===== src/hdl/pxr_consts.svh =====
`ifndef PXR_CONSTS_SVH
`define PXR_CONSTS_SVH

`define PXR_ADDR_CMD1     3'h0
`define PXR_ADDR_CFG      3'h1
`define PXR_ADDR_RES_LO   3'h2
`define PXR_ADDR_RES_HI   3'h3
`define PXR_ADDR_TLO_LO   3'h4
`define PXR_ADDR_TLO_HI   3'h5
`define PXR_ADDR_THI_LO   3'h6
`define PXR_ADDR_THI_HI   3'h7

`define PXR_CMD1_RST      8'h00
`define PXR_CFG_RST       8'h00
`define PXR_TLO_RST       8'h00
`define PXR_THI_RST       8'hFF

`define PXR_OP_MSB        7
`define PXR_OP_LSB        5
`define PXR_FLAG_BIT      2
`define PXR_PRST_MSB      1
`define PXR_PRST_LSB      0
`define PXR_SCHEME_BIT    7
`define PXR_MOD_BIT       6
`define PXR_CUR_MSB       5
`define PXR_CUR_LSB       4
`define PXR_RES_MSB       3
`define PXR_RES_LSB       2
`define PXR_RNG_MSB       1
`define PXR_RNG_LSB       0

`define PXR_OSC_KHZ       725
`define PXR_MOD_KHZ       360
`define PXR_CLK_KHZ       50000

`endif


===== src/hdl/pxr_pkg.sv =====
package pxr_pkg;
  typedef enum logic [2:0] {
    PXR_OP_DOWN     = 3'h0,
    PXR_OP_IR_ONCE  = 3'h2,
    PXR_OP_PX_ONCE  = 3'h3,
    PXR_OP_IR_CONT  = 3'h6,
    PXR_OP_PX_CONT  = 3'h7
  } pxr_op_t;

  typedef enum logic [1:0] {
    PXR_IDLE,
    PXR_INTEG,
    PXR_DONE
  } pxr_phase_t;

  typedef struct packed {
    logic [7:0]  cmd1;
    logic [7:0]  cfg;
    logic [15:0] tlo;
    logic [15:0] thi;
    logic [15:0] result;
    logic [7:0]  rd_data;
    logic [15:0] rd_snap;
    logic        flag;
    logic [4:0]  persist;
    pxr_phase_t  phase;
    logic [16:0] integ_cnt;
    logic [2:0]  run_op;
    logic        ack;
  } pxr_state_t;
endpackage


===== src/hdl/pxr_divider.sv =====
`timescale 1ns/100ps
`include "pxr_consts.svh"
module pxr_divider #(
  parameter int unsigned CLK_KHZ = `PXR_CLK_KHZ,
  parameter int unsigned OUT_KHZ = `PXR_OSC_KHZ
) (
  input  wire logic clk_i,
  input  wire logic sys_rst_i,
  input  wire logic run_i,
  output logic      tick_o
);
  localparam int unsigned DIV = (CLK_KHZ / OUT_KHZ) < 1 ? 1 : CLK_KHZ / OUT_KHZ;
  localparam int unsigned CW  = $clog2(DIV + 1);
  logic [CW-1:0] cnt;
  always_ff @(posedge clk_i) begin
    if (sys_rst_i || !run_i) begin
      cnt    <= '0;
      tick_o <= 1'b0;
    end else if (cnt == CW'(DIV - 1)) begin
      cnt    <= '0;
      tick_o <= 1'b1;
    end else begin
      cnt    <= cnt + 1'b1;
      tick_o <= 1'b0;
    end
  end
endmodule


===== src/hdl/pxr_core.sv =====
`timescale 1ns/100ps
`include "pxr_consts.svh"
// Overview of operation
// - scheme bit 1 yields ambient-subtracted proximity as n-bit two's complement
// - ambient-subtracted count spans -2^(n-1) up to 2^(n-1)-1
// - config bit 6: 0 drives LED steady, 1 modulates at 360 kHz
// - config bits 5:4 pick LED current 12.5, 25, 50 or 100 mA
// - config bits 3:2 pick 16/12/8/4 bits over 65536/4096/256/16 clocks
// - integration lasts exactly 2^n oscillator clocks
// - config bits 1:0 pick full-scale range k = code plus one
// - result readable as low byte at 02, high byte at 03
// - result sits in D0 upward, width set by resolution
// - result overwritten at end of every conversion; 03 returns the high byte copied when 02 was last read
// - low threshold at 04/05, resets to 00
// - high threshold at 06/07, resets to FF
// - integration clock is 725 kHz oscillator, scaled by external resistor
// - command bits 7:5 select power down, single or continuous IR/proximity
// - interrupt only after m consecutive out-of-window results, m = 1/4/8/16
// - flag and low pin hold until a first command register access completes
// - LED driver enabled only for proximity sensing
module pxr_core
  import pxr_pkg::*;
#(
  parameter int unsigned OSC_KHZ = `PXR_OSC_KHZ,
  parameter int unsigned MOD_KHZ = `PXR_MOD_KHZ
) (
  input  wire logic        clk_i,
  input  wire logic        sys_rst_i,
  input  wire logic [2:0]  reg_addr_i,
  input  wire logic        reg_wr_i,
  input  wire logic        reg_rd_i,
  input  wire logic [7:0]  reg_wdata_i,
  input  wire logic        xfer_end_i,
  output logic [7:0]       reg_rdata_o,
  output logic             reg_ack_o,
  input  wire logic [15:0] adc_raw_i,
  input  wire logic [15:0] adc_ambient_i,
  output logic             led_drive_pin_o,
  output logic [1:0]       led_current_o,
  output logic [1:0]       full_scale_range_o,
  output logic             converting_o,
  output logic             int_n_o,
  output logic             int_n_oe_o
);
  pxr_state_t st;
  pxr_state_t next_st;
  logic       osc_tick;
  logic       mod_tick;
  logic       mod_phase;
  logic       running;
  logic       flag_event;

  function automatic logic [4:0] res_bits(input logic [1:0] code);
    unique case (code)
      2'b00:   res_bits = 5'd16;
      2'b01:   res_bits = 5'd12;
      2'b10:   res_bits = 5'd8;
      2'b11:   res_bits = 5'd4;
    endcase
  endfunction

  function automatic logic [4:0] persist_len(input logic [1:0] code);
    unique case (code)
      2'b00:   persist_len = 5'd1;
      2'b01:   persist_len = 5'd4;
      2'b10:   persist_len = 5'd8;
      2'b11:   persist_len = 5'd16;
    endcase
  endfunction

  function automatic logic op_legal(input logic [2:0] op);
    op_legal = (op == PXR_OP_DOWN) || (op == PXR_OP_IR_ONCE) || (op == PXR_OP_PX_ONCE)
            || (op == PXR_OP_IR_CONT) || (op == PXR_OP_PX_CONT);
  endfunction

  // result width mask and ambient-subtracted value
  logic [4:0]  nbits;
  logic [16:0] full_cnt;
  logic [15:0] res_mask;
  logic [16:0] diff;
  logic [16:0] half_cnt;
  logic [15:0] sample;
  logic        is_prox;
  logic        out_window;
  always_comb begin
    nbits    = res_bits(st.cfg[`PXR_RES_MSB:`PXR_RES_LSB]);
    full_cnt = 17'h00001 << nbits;
    res_mask = 16'(full_cnt - 17'h00001);
    is_prox  = st.run_op[0];
    half_cnt = full_cnt >> 1;
    diff     = {1'b0, adc_raw_i} - {1'b0, adc_ambient_i};
    // saturate so the value stays within n-bit two's complement
    if (diff[16] && (diff < 17'h00000 - half_cnt))
      diff = 17'h00000 - half_cnt;
    else if (!diff[16] && (diff > half_cnt - 17'h00001))
      diff = half_cnt - 17'h00001;
    // two's complement within n bits, sign at bit n-1
    if (is_prox && st.cfg[`PXR_SCHEME_BIT])
      sample = diff[15:0] & res_mask;
    else
      sample = adc_raw_i & res_mask;
    out_window = (sample < st.tlo) || (sample > st.thi);
  end

  assign running = (st.phase == PXR_INTEG);

  pxr_divider #(.OUT_KHZ(OSC_KHZ)) u_osc (
    .clk_i     (clk_i),
    .sys_rst_i (sys_rst_i),
    .run_i     (running),
    .tick_o    (osc_tick)
  );

  pxr_divider #(.OUT_KHZ(2 * MOD_KHZ)) u_mod (
    .clk_i     (clk_i),
    .sys_rst_i (sys_rst_i),
    .run_i     (running),
    .tick_o    (mod_tick)
  );

  always_ff @(posedge clk_i) begin
    if (sys_rst_i || !running)
      mod_phase <= 1'b0;
    else if (mod_tick)
      mod_phase <= ~mod_phase;
  end

  always_comb begin
    next_st     = st;
    next_st.ack = 1'b0;
    flag_event  = 1'b0;
    // register writes; scheme bit forced to its only legal value
    if (reg_wr_i) begin
      next_st.ack = 1'b1;
      unique case (reg_addr_i)
        `PXR_ADDR_CMD1: begin
          next_st.cmd1[`PXR_OP_MSB:`PXR_OP_LSB]   = reg_wdata_i[`PXR_OP_MSB:`PXR_OP_LSB];
          next_st.cmd1[`PXR_PRST_MSB:`PXR_PRST_LSB] = reg_wdata_i[`PXR_PRST_MSB:`PXR_PRST_LSB];
          if (reg_wdata_i[`PXR_OP_MSB:`PXR_OP_LSB] != st.cmd1[`PXR_OP_MSB:`PXR_OP_LSB])
            next_st.persist = '0;
        end
        `PXR_ADDR_CFG:    next_st.cfg = reg_wdata_i | 8'h80;
        `PXR_ADDR_TLO_LO: next_st.tlo[7:0]  = reg_wdata_i;
        `PXR_ADDR_TLO_HI: next_st.tlo[15:8] = reg_wdata_i;
        `PXR_ADDR_THI_LO: next_st.thi[7:0]  = reg_wdata_i;
        `PXR_ADDR_THI_HI: next_st.thi[15:8] = reg_wdata_i;
        default: ;
      endcase
    end
    if (reg_rd_i) begin
      next_st.ack = 1'b1;
      unique case (reg_addr_i)
        `PXR_ADDR_CMD1:   next_st.rd_data = {st.cmd1[7:3], st.flag, st.cmd1[1:0]};
        `PXR_ADDR_CFG:    next_st.rd_data = st.cfg;
        `PXR_ADDR_RES_LO: begin
          next_st.rd_data = st.result[7:0];
          next_st.rd_snap = st.result;
        end
        `PXR_ADDR_RES_HI: next_st.rd_data = st.rd_snap[15:8];
        `PXR_ADDR_TLO_LO: next_st.rd_data = st.tlo[7:0];
        `PXR_ADDR_TLO_HI: next_st.rd_data = st.tlo[15:8];
        `PXR_ADDR_THI_LO: next_st.rd_data = st.thi[7:0];
        `PXR_ADDR_THI_HI: next_st.rd_data = st.thi[15:8];
      endcase
    end
    // conversion sequencing
    unique case (st.phase)
      PXR_IDLE: begin
        if (st.cmd1[`PXR_OP_MSB:`PXR_OP_LSB] != 3'(PXR_OP_DOWN)
            && op_legal(st.cmd1[`PXR_OP_MSB:`PXR_OP_LSB])) begin
          next_st.phase     = PXR_INTEG;
          next_st.run_op    = st.cmd1[`PXR_OP_MSB:`PXR_OP_LSB];
          next_st.integ_cnt = '0;
        end
      end
      PXR_INTEG: begin
        if (osc_tick)
          next_st.integ_cnt = st.integ_cnt + 17'h00001;
        if (osc_tick && (st.integ_cnt + 17'h00001 >= full_cnt))
          next_st.phase = PXR_DONE;
        if (st.cmd1[`PXR_OP_MSB:`PXR_OP_LSB] == 3'(PXR_OP_DOWN))
          next_st.phase = PXR_IDLE;
      end
      PXR_DONE: begin
        next_st.result = sample;
        if (out_window) begin
          if (st.persist + 5'd1 >= persist_len(st.cmd1[`PXR_PRST_MSB:`PXR_PRST_LSB])) begin
            next_st.flag = 1'b1;
            flag_event   = 1'b1;
          end
          if (st.persist != 5'd16)
            next_st.persist = st.persist + 5'd1;
        end else begin
          next_st.persist = '0;
        end
        if (st.run_op[2] && st.cmd1[`PXR_OP_MSB:`PXR_OP_LSB] == st.run_op) begin
          next_st.phase     = PXR_INTEG;
          next_st.integ_cnt = '0;
        end else begin
          next_st.phase = PXR_IDLE;
          if (st.cmd1[`PXR_OP_MSB:`PXR_OP_LSB] == st.run_op)
            next_st.cmd1[`PXR_OP_MSB:`PXR_OP_LSB] = 3'(PXR_OP_DOWN);
        end
      end
      default: next_st.phase = PXR_IDLE;
    endcase
    // first command register transfer end clears flag, unless set this cycle
    if (xfer_end_i && reg_addr_i == `PXR_ADDR_CMD1 && !flag_event)
      next_st.flag = 1'b0;
  end

  always_ff @(posedge clk_i) begin
    if (sys_rst_i) begin
      st         <= '0;
      st.cmd1    <= `PXR_CMD1_RST;
      st.cfg     <= `PXR_CFG_RST;
      st.tlo     <= {`PXR_TLO_RST, `PXR_TLO_RST};
      st.thi     <= {`PXR_THI_RST, `PXR_THI_RST};
      st.phase   <= PXR_IDLE;
    end else begin
      st <= next_st;
    end
  end

  assign reg_rdata_o        = st.rd_data;
  assign reg_ack_o          = st.ack;
  assign converting_o       = running;
  assign led_current_o      = st.cfg[`PXR_CUR_MSB:`PXR_CUR_LSB];
  assign full_scale_range_o = st.cfg[`PXR_RNG_MSB:`PXR_RNG_LSB];
  // LED only in proximity integration; steady or 50% square wave
  assign led_drive_pin_o    = running && st.run_op[0]
                              && (!st.cfg[`PXR_MOD_BIT] || mod_phase);
  assign int_n_o            = 1'b0;
  assign int_n_oe_o         = st.flag;

  a_led_only_prox: assert property (@(posedge clk_i) disable iff (sys_rst_i)
    led_drive_pin_o |-> (st.run_op[0] && st.phase == PXR_INTEG))
    else $error("led driven outside proximity integration");

  a_led_steady_dc: assert property (@(posedge clk_i) disable iff (sys_rst_i)
    (running && st.run_op[0] && !st.cfg[`PXR_MOD_BIT]) |-> led_drive_pin_o)
    else $error("led not steady in dc mode");

  a_int_pin_flag: assert property (@(posedge clk_i) disable iff (sys_rst_i)
    (reg_rd_i && reg_addr_i == `PXR_ADDR_CMD1)
    |=> (reg_rdata_o[`PXR_FLAG_BIT] == $past(int_n_oe_o)) && !int_n_o)
    else $error("interrupt pin and status bit disagree");

  a_flag_holds: assert property (@(posedge clk_i) disable iff (sys_rst_i)
    (st.flag && !(xfer_end_i && reg_addr_i == `PXR_ADDR_CMD1)) |=> st.flag)
    else $error("flag dropped without command access");

  a_flag_set_wins: assert property (@(posedge clk_i) disable iff (sys_rst_i)
    flag_event |=> st.flag)
    else $error("flag set lost against a clear");

  a_result_update: assert property (@(posedge clk_i) disable iff (sys_rst_i)
    (st.phase == PXR_DONE) |=> (st.result == $past(sample)))
    else $error("result not written at conversion end");

  a_result_width: assert property (@(posedge clk_i) disable iff (sys_rst_i)
    (st.cfg[`PXR_RES_MSB:`PXR_RES_LSB] == 2'b11 && st.phase == PXR_DONE)
    |=> st.result[15:4] == 12'h000)
    else $error("4-bit result has high bits set");

  a_integ_bound: assert property (@(posedge clk_i) disable iff (sys_rst_i)
    running |-> st.integ_cnt < full_cnt)
    else $error("integration exceeded 2^n clocks");

  a_scheme_one: assert property (@(posedge clk_i) disable iff (sys_rst_i)
    (reg_wr_i && reg_addr_i == `PXR_ADDR_CFG) |=> st.cfg[`PXR_SCHEME_BIT])
    else $error("scheme bit not held at one");

  a_persist_gate: assert property (@(posedge clk_i) disable iff (sys_rst_i)
    $rose(st.flag) |-> $past(st.persist) + 5'd1
      >= persist_len($past(st.cmd1[`PXR_PRST_MSB:`PXR_PRST_LSB])))
    else $error("flag raised before persistence count");

  a_snap_pair: assert property (@(posedge clk_i) disable iff (sys_rst_i)
    (reg_rd_i && reg_addr_i == `PXR_ADDR_RES_LO) |=> st.rd_snap[7:0] == st.rd_data)
    else $error("low byte read did not snapshot result");

  a_once_stops: assert property (@(posedge clk_i) disable iff (sys_rst_i)
    (st.phase == PXR_DONE && !st.run_op[2]) |=> !running)
    else $error("single conversion did not stop");

  a_down_stops: assert property (@(posedge clk_i) disable iff (sys_rst_i)
    (running && st.cmd1[`PXR_OP_MSB:`PXR_OP_LSB] == 3'(PXR_OP_DOWN)) |=> !running)
    else $error("power down did not stop integration");

  a_reserved_idle: assert property (@(posedge clk_i) disable iff (sys_rst_i)
    (st.phase == PXR_IDLE && !op_legal(st.cmd1[`PXR_OP_MSB:`PXR_OP_LSB])) |=> !running)
    else $error("reserved operation started a conversion");

  a_tlo_write: assert property (@(posedge clk_i) disable iff (sys_rst_i)
    (reg_wr_i && reg_addr_i == `PXR_ADDR_TLO_HI) |=> st.tlo[15:8] == $past(reg_wdata_i))
    else $error("low threshold write lost");

  a_thi_write: assert property (@(posedge clk_i) disable iff (sys_rst_i)
    (reg_wr_i && reg_addr_i == `PXR_ADDR_THI_HI) |=> st.thi[15:8] == $past(reg_wdata_i))
    else $error("high threshold write lost");

  a_ack_pulse: assert property (@(posedge clk_i) disable iff (sys_rst_i)
    (reg_wr_i || reg_rd_i) |=> reg_ack_o)
    else $error("register access not acknowledged");
endmodule


===== config.mk =====
export PLATFORM = sky130hd
export DESIGN_NAME = pxr_core
export DESIGN_NICKNAME = d
export VERILOG_FILES = /design/src/hdl/pxr_pkg.sv /design/src/hdl/pxr_divider.sv /design/src/hdl/pxr_core.sv
export VERILOG_INCLUDE_DIRS = /design/src /design/src/hdl
export SDC_FILE = /design/constraint.sdc
export NUM_CORES = 1
export LEC_CHECK = 0
export ABC_AREA = 1
export BUFFER_PORTS_ARGS = -buffer_cell sky130_fd_sc_hd__buf_2
export CORE_AREA = 10 10 129 131
export CTS_CLUSTER_DIAMETER = 50
export CTS_CLUSTER_SIZE = 30
export DETAILED_ROUTE_END_ITERATION = 7
export DIE_AREA = 0 0 139 141
export HOLD_SLACK_MARGIN = 0.03
export PLACE_DENSITY = 0.81
export SLEW_MARGIN = 20
export SYNTH_ARGS = -nofsm -noshare
export SYNTH_HDL_FRONTEND = slang
export SYNTH_SLANG_ARGS = --single-unit

===== constraint.sdc =====
create_clock -name clk_i -period 10.3 [get_ports clk_i]
set_input_delay 2.575 -clock clk_i [delete_from_list [all_inputs] [get_ports clk_i]]
set_output_delay 2.575 -clock clk_i [all_outputs]
set_load 0.05 [all_outputs]

==> results.md, run 1 <==
- The run finished with clean final reports.
- The most used flip-flop cell after synthesis is dfxtp_1.
- Sequential cells were found to cover 29.8% of the synthesized design area.
- The number of post-CTS setup repair buffers is 0.
- The clock drives between 100 and 150 sinks.
- The number of nets handed over by synthesis was about 1300.
- Across every metal layer, demand over resource in global routing totals 21.7%.
- By instance count, the cell type seen most on the critical path is nand2_1.
- After synthesis the netlist holds a flip-flop and latch count of about 120.
- Detailed placement finished with a half-perimeter wire length of ~17000 um.
- The final layout contains 1359 nets.
- TritonCTS built the clock tree.
- Of the available clock period, the critical path in the final layout requires around 73%.
- Across all layers, the routed design uses around 7900 vias.
- The transition at the pin with the smallest max-transition slack is about 0.88 ns.
- The number of endpoints with negative hold slack in the final report came to 0.
- Of the cells placed in the final design, the portion with a size suffix greater than 1 is between 10 and 15%.
- The synthesized netlist occupies a cell area of 8270 sq um.
- The async set-or-reset flop fraction in the synthesized netlist is 0%.
- Setup repair after global routing left no endpoint under its margin.
- The relative slew slack is roughly two fifths.
- The sum of buffers and inverters on the critical path is 6.
- The full die area is slightly below 20000 sq um.
- The count of non-filler cells in the finished layout is between 1000 and 1500.
- The data arrival time at the worst-slack endpoint is around 7.8 ns.
- The largest single stage delay on the critical path is 0.41 ns.
- The warning count from the yosys run is 0.
- Counting distinct cell types in the post-synthesis netlist gives between 50 and 60.
- In this run, placement finished with an instance count of between 1000 and 1500.
- The highest-delay cell along the critical path is fa_1.
- The top fanout value on the critical path is 16.
- The post-CTS resize count is 0.
- The count of hold-fix buffers inserted at cts is 0.
- The remaining routing DRC violations is 0.
- Once the floorplan was initialized, standard cells occupied between 50% and 60% of the core.
- The number of antenna violations at the first check in global routing is 0.
- The total global routing overflow is 0.
- The data required time at the worst endpoint is approximately 11 ns.
- The number of global-route vias before repair is 7285.
- After floorplanning, the core was sized to cover between 10000 and 15000 sq um.
- Measured along the y axis, the die boundary spans roughly 140 um.
- Grouping stages by cell kind, the critical path spends the most delay in compound AO/OA/AOI/OAI gates.
- After synthesis, the most frequently instantiated cells are nand2_1, inv_1, nor2_1.
- The maximum achievable frequency is around 130 MHz.
- The final critical-path required period is between 7 and 8 ns.
- The leakage component of the power is about 0.0044 uW.
- The H-tree depth is 4.
- Using the TritonRoute via totals, the vias-per-cell ratio works out to about 5.6.
- The finished layout cell area is roughly 9000 sq um.
- Entering global routing, the biggest net connects 56 pins.
- The final routed wire length divided by cell count is 15.7 um.
- The final max-slew violation count came to 0.
- The count of mapped cells out of synthesis is 1171.
- The total of max-cap violations is 0.
- Dividing total power by cell area gives a power density of 165 nW/um^2.
- The first-pass GRT wire length is approximately 35000 um.
- The worst setup path is captured at a flip-flop.
- STA classifies the critical path startpoint as an input port.
- The repair_antennas step left the layout with diodes totalling 0.
- The mean area per synthesized cell is ~7.1 sq um.
- The count of nets left with antenna violations once routing finished came out at 0.
- The clock transition at the registers of the reported paths is 0.05 ns.
- After filler insertion, the fill cell instance count of the layout stands at 1212.
- Cells fill 65.2% of the core in the end.
- The chip width is approximately 140 um.
- The largest area contributor in the netlist is dfxtp_1.
- The number of clock buffers inserted by TritonCTS is 17.
- The detailed router finished its first iteration with around 740 violations.
- The initialized floorplan defines between 40 and 50 standard-cell rows.
- Setup violations remaining at the end of the flow were counted as 0.
- The layout-stage area growth over the synthesis result is 12.0%.
- The placed instance area is about 8600 sq um.
- The first detailed-routing pass took 5 iterations.
- The I/O pin count is 65.
- Summed over all layers, the routed wires come to 22200 um.
- In the post-synthesis netlist, the biggest area contributors are dfxtp_1, ha_1, nand2_1.
- Yosys mapped a number of flops with a built-in enable equal to 0.
- In the post-synthesis netlist, the cell with the most instances is nand2_1.
- At the end of routability-driven placement, the weighted congestion stood at approximately 0.97.
- The class of the tightest hold or removal check is flip-flop to flip-flop.
- In the final timing run, aggregate negative setup slack is 0 ns.
- At the later pin of the worst-skew pair, clock insertion delay measures around 0.43 ns.
- The critical path class is input port to flip-flop.
- The worst-case vdd ir drop is between 0.1 and 0.15 mV.
- Clock skew on the completed layout was measured at between 0.008 and 0.009 ns.
- During placement, the flow inserted port buffers numbering 63.
- The largest buffer count on any clock path is 2.
- CTS placed an instance of clkbuf_16 at the clock tree root.
- The share of Yosys cell area claimed by the top area cell type is 29.8%.
## final timing paths
path / endpoint / slack, ns / start / cells past startpoint
worst max register to register: st[24] / 5.51 / st[103] / 28
worst min register to register: u_osc.cnt[0] / 0.45 / u_osc.cnt[0] / 1
worst max-delay path: st[24] / 2.82 / adc_raw_i[0] / 38
worst min-delay path: u_osc.cnt[0] / 0.45 / u_osc.cnt[0] / 1
## state kept, by name, indices dropped and copies added (netlist names)
register	count
st	91
reg_rdata_o	8
u_mod.cnt	7
u_osc.cnt	7
full_scale_range_o	2
led_current_o	2
int_n_oe_o	1
is_prox	1
mod_phase	1
reg_ack_o	1
u_mod.tick_o	1
u_osc.tick_o	1
## report_power, final
group	internal [uW]	total, uW	switching (uW)
sequential	511	532	20.8
clock	411	639	228
combinational	116	362	245
total	1040	1530	494
## per-stage QoR
| stage | setup slack, ns | total power (uW) | hold slack, ns |
|---|---|---|---|
| CTS | 2.85 | 1530 | 0.451 |
| finish | 2.82 | 1530 | 0.447 |
| global route | 2.21 | 1600 | 0.486 |
| global placement | 2.55 | 886 | 0.427 |
| floorplan | 3.25 | 805 | 0.418 |
| detailed placement | 2.44 | 895 | 0.444 |
## logic make-up (layout without fill, tap and decap cells)
kind of cell,after synthesis,count (layout),synth area share [%]
XOR/XNOR,30,30,3.18
adder cells (fa/ha/maj),96,96,14.6
AO/OA/AOI/OAI,297,297,21.1
flip-flops,123,123,29.8
buffers and inverters,222,279,10.7
other,1,1,0.0454
AND/OR/NAND/NOR,402,402,20.6
## cell usage in the layout (no fill, tap or decap), types with 5 or more instances in the layout
| master | instances |
|---|---|
| a211oi_1 | 11 |
| a21oi_1 | 107 |
| a21oi_2 | 6 |
| a221oi_1 | 9 |
| a31oi_1 | 11 |
| buf_2 | 63 |
| clkbuf_16 | 17 |
| dfxtp_1 | 123 |
| ha_1 | 95 |
| inv_1 | 178 |
| nand2_1 | 196 |
| nand2_2 | 6 |
| nand3_1 | 27 |
| nand3_2 | 5 |
| nand4_1 | 5 |
| nor2_1 | 131 |
| nor3_1 | 12 |
| nor3b_1 | 6 |
| o211ai_1 | 6 |
| o21ai_0 | 100 |
| o22ai_1 | 13 |
| or2_2 | 5 |
| xnor2_1 | 5 |
| xor2_1 | 25 |
## metal layers
layer	GRT usage (%)	part of all wire, %	vias to the layer above
li1	-	-	3967
met1	27.5	45	3585
met2	34.2	44	318
met3	4.87	6.9	68
met4	10.5	3.7	0
met5	0	0	-
## cell type report
class / count / area [sq um] / area share (%)
tap: 184 / 230 / 2.49
clock buffer: 18 / 439 / 4.74
multi-input combinational: 826 / 4920 / 53.1
timing repair buffer: 65 / 330 / 3.57
inverter: 182 / 683 / 7.38
sequential: 123 / 2460 / 26.6
clock inverter: 14 / 194 / 2.09
(Power assumes the default switching activity.)
==> inputs of run 2 (changes only) <==
--- a/config.mk
+++ b/config.mk
@@ -6,15 +6,15 @@
 export SDC_FILE = /design/constraint.sdc
 export NUM_CORES = 1
 export LEC_CHECK = 0
-export ABC_AREA = 1
+export ABC_AREA = 0
 export BUFFER_PORTS_ARGS = -buffer_cell sky130_fd_sc_hd__buf_2
-export CORE_AREA = 10 10 129 131
+export CORE_AREA = 10 10 131 133
 export CTS_CLUSTER_DIAMETER = 50
 export CTS_CLUSTER_SIZE = 30
 export DETAILED_ROUTE_END_ITERATION = 7
-export DIE_AREA = 0 0 139 141
+export DIE_AREA = 0 0 141 143
 export HOLD_SLACK_MARGIN = 0.03
-export PLACE_DENSITY = 0.81
+export PLACE_DENSITY = 0.82
 export SLEW_MARGIN = 20
 export SYNTH_ARGS = -nofsm -noshare
 export SYNTH_HDL_FRONTEND = slang
==> constraint.sdc (replaced) <==
create_clock -name clk_i -period 7.2 [get_ports clk_i]
set_input_delay 1.8 -clock clk_i [delete_from_list [all_inputs] [get_ports clk_i]]
set_output_delay 1.8 -clock clk_i [all_outputs]
set_load 0.05 [all_outputs]
==> results.md, run 2 <==
- The maximum achievable frequency is 136 MHz.
- The highest-delay cell along the critical path is or4_4.
- The transition at the pin with the smallest max-transition slack is approximately 1.2 ns.
- The most instantiated flip-flop cell in the synthesis netlist is dfxtp_1.
- Global routing consumed, over all layers together, between 20 and 30% of the routing resources.
- The startpoint identified for the worst hold timing path is u_osc.cnt[0].
- In the routed layout, each cell is associated on average with a via count of about 6.2.
- The flow ran to the end, but the final reports show violations.
- The ratio of total power to cell area is roughly 190 nW/um^2.
- For this design the top-level I/O count stands at 65.
- The sequential share of power is between 30 and 40%.
- By instance count, the leading cell after synthesis is nand2_1.
- In this run the critical register-to-register path is launched from st[103].
- The register with the most flip-flops in the final layout is st.
- In the layout the commonest cells are nand2_1, dfxtp_1, buf_4.
- The mux contribution to synthesized area is under 10%.
- Of the cells placed in the final design, the portion with a size suffix greater than 1 is between 20% and 30%.
- The total global routing overflow is 0.
- The critical path startpoint is adc_raw_i[6].
- Across the run, the number of max-cap violations was 0.
- Summing the areas of all xor and xnor instances in the mapped netlist gives between 3 and 4% of the synthesized area.
- The count of non-filler cells in the finished layout is between 1000 and 1500.
- The total placed cells including tap cells is roughly 1400.
- In this run the worst path has a maximum fanout of 5.
- In this run the core area contains 44 standard-cell rows.
- The final critical-path share of the clock period is 102%.
- The clock tree from TritonCTS is yes.
- The library cell used most frequently in the layout, excluding fill and tap cells, is nand2_1.
- The final layout contains roughly 1400 nets.
- Once detail routing completed, the nets flagged for antenna violations numbered 0.
- The final wirelength is around 27000 um.
- The share of Yosys cell area claimed by the top area cell type is around 29%.
- The floorplan step defined a die boundary enclosing just over 20000 sq um.
- For this run, the slowest stage of the critical path takes between 0.5 and 0.6 ns.
- The placer's final routability congestion estimate is ~1.0.
- The internal portion of total power is roughly 1400 uW.
- The core region is roughly 14000 sq um.
- The first routing iteration left between 1000 and 1500 violations.
- The number of vias in the routed layout is roughly 9000.
- The path class of the tightest hold or removal check is flip-flop to flip-flop.
- Once layout is complete, the utilization of the core stands at approximately 74%.
- The final max-slew violation count is 0.
- The commonest cells after synthesis are nand2_1, dfxtp_1, nor2_1.
- The synthesized design contains 123 register bits.
- STA classifies the critical path endpoint as a flip-flop.
- The kind of cell adding the most delay to the critical path is compound AO/OA/AOI/OAI gates.
- The count of mapped cells out of synthesis is ~1100.
- The count of flip-flops with a built-in enable after synthesis is 0.
- For the worst-skew pair, the clock arrives at the later sink with an insertion delay of between 0.4 and 0.5 ns.
- The share of the Yosys chip area taken by registers is about 29%.
- For this design the static power due to leakage is between 0.004 and 0.005 uW.
- For this run, the number of Yosys warnings is 0.
- The relative slew slack is around 22%.
- The smallest clock period supported by the final layout is computed as between 7 and 8 ns.
- In the post-route analysis, the smallest setup slack over all paths is -0.175 ns.
- The count of hold-fix buffers inserted at cts is 0.
- The root buffer cell chosen for the clock tree is clkbuf_16.
- The count of port buffers added during placement is 63.
- For this run, design rule violations remaining after detail routing come to 0.
- The data arrival time at the worst-slack endpoint is slightly below 8 ns.
- The layout-stage area growth over the synthesis result is 24.0%.
- Setup violations remaining at the end of the flow were counted as 6.
- After detailed routing, the average wire length per cell comes to approximately 19 um.
- The register with the most flip-flops in the layout has 91 of them.
- The sum of buffers and inverters on the critical path is 6.
- STA classifies the critical path startpoint as an input port.
- The proportion of power drawn by combinational gates is between 20% and 30%.
- Summing the areas of all compound-gate instances in the mapped netlist gives 21.3% of the synthesized area.
- The combined area of all synthesized cells is approximately 8600 sq um.
- The clock network power share is about two fifths.
- Yosys attributes the largest share of cell area to dfxtp_1, ha_1, nand2_1.
- The number of antenna violations at the first check in global routing is 1.
- The worst setup path is of the input port to flip-flop kind.
- The half-perimeter wire length of the detailed placement result is ~20000 um.
- The first-pass GRT wire length is between 40000 and 50000 um.
- The largest buffer count on any clock path is 2.
- By area, the combinational part of the netlist is dominated by compound AO/OA/AOI/OAI gates.
- A synthesized cell averages 7.89 sq um.
- Buffers inserted during clock tree synthesis total 17.
- The checks that failed: negative setup slack.
- The largest area contributor in the netlist is dfxtp_1.
- The number of global-route vias before repair is roughly 8300.
- The pre-antenna-repair detailed-routing pass consisted of 6 iterations.
- The async set-or-reset flop fraction in the synthesized netlist is 0%.
- The synthesized netlist devotes between 10% and 20% of its cell area to adder and majority cells.
- Counting the fill cells in the layout gives ~1000.
- After Yosys synthesis, and, or, nand and nor cells account for a little over a fifth of the synthesized area.
- The data required time at the worst endpoint is roughly 7.5 ns.
- Setup repair after global routing could not meet its margin everywhere.
- Measured along the y axis, the die boundary spans approximately 140 um.
- The number of endpoints with negative hold slack in the final report is 0.
- The H-tree depth is 4.
- Clock-pin slew was measured on the worst setup and hold paths at 0.06 ns.
- The net switching share of the total power is between 30% and 40%.
- Entering global routing, the biggest net connects 51 pins.
- For this design, the sink count on the clock tree is 123.
- The number of different library cells used by synthesis comes to 78.
- The final clock skew is slightly below 0.01 ns.
- The net switching power of the design is roughly 640 uW.
- Counting every net in the synthesized netlist gives between 1000 and 1500.
- The chip width is about 140 um.
- The initial utilization of the core area, before any placement, comes to between 50% and 60%.
- Across the VDD grid, the largest voltage drop is ~0.2 mV.
## run 2: stage by stage
stage / setup WS [ns] / power [uW] / hold WS, ns / instance area (sq um) / TNS (ns)
floorplan: -0.0158 / 974 / 0.413 / 8700 / -0.0158
global placement: -0.699 / 1140 / 0.429 / 9750 / -3.79
detailed placement: -0.824 / 1150 / 0.434 / 9750 / -4.54
CTS: 0.00908 / 2020 / 0.444 / 10600 / 0
global route: -0.441 / 2120 / 0.482 / 10700 / -2.31
finish: -0.175 / 2050 / 0.442 / 10700 / -0.814
## run 2: cells by family after synthesis
family,count (synthesis)
flip-flops,123
buffers and inverters,139
AO/OA/AOI/OAI,276
other,1
adder cells (fa/ha/maj),96
multiplexers,35
AND/OR/NAND/NOR,389
XOR/XNOR,34
## run 2: power groups by stage
| stage | Combinational (uW) | Sequential, uW | Clock, uW |
|---|---|---|---|
| 6_report | 502 | 699 | 849 |
| 5_1_grt | 538 | 699 | 880 |
| 4_1_cts | 470 | 698 | 849 |
| 3_5_place_dp | 438 | 713 | 0 |
| 3_3_place_gp | 429 | 713 | 0 |
| 2_1_floorplan | 263 | 711 | 0 |
## run 2: cell type report
type | instances | area (sq um) | share of cell area (%)
tap | 184 | 230 | 2.15
inverter | 75 | 294 | 2.75
timing repair buffer | 186 | 1260 | 11.8
antenna | 1 | 2.50 | 0.0234
clock buffer | 17 | 425 | 3.98
sequential | 123 | 2460 | 23.0
clock inverter | 15 | 153 | 1.43
multi-input combinational | 831 | 5860 | 54.8
## run 2: timing repair
| item | 4_1_cts | 5_1_grt |
|---|---|---|
| setup endpoints to repair | 6 | 6 |
| pin swaps | 38 | 5 |
| buffers inserted | 11 | 4 |
| gates resized for setup | 37 | 15 |
## run 2: metal layers
layer  track usage (%)  part of all wire (%)
met5                 0                     0
met4              8.21                   3.0
met2              39.6                    44
met1              34.5                    42
met3              6.50                    11
## run 2: final timing paths
check | cells past startpoint | endpoint | slack [ns]
setup / recovery | 30 | st[24] | -0.17
hold / removal | 1 | u_osc.cnt[0] | 0.44
setup reg to reg | 25 | st[24] | 1.24
hold reg to reg | 1 | u_osc.cnt[0] | 0.44
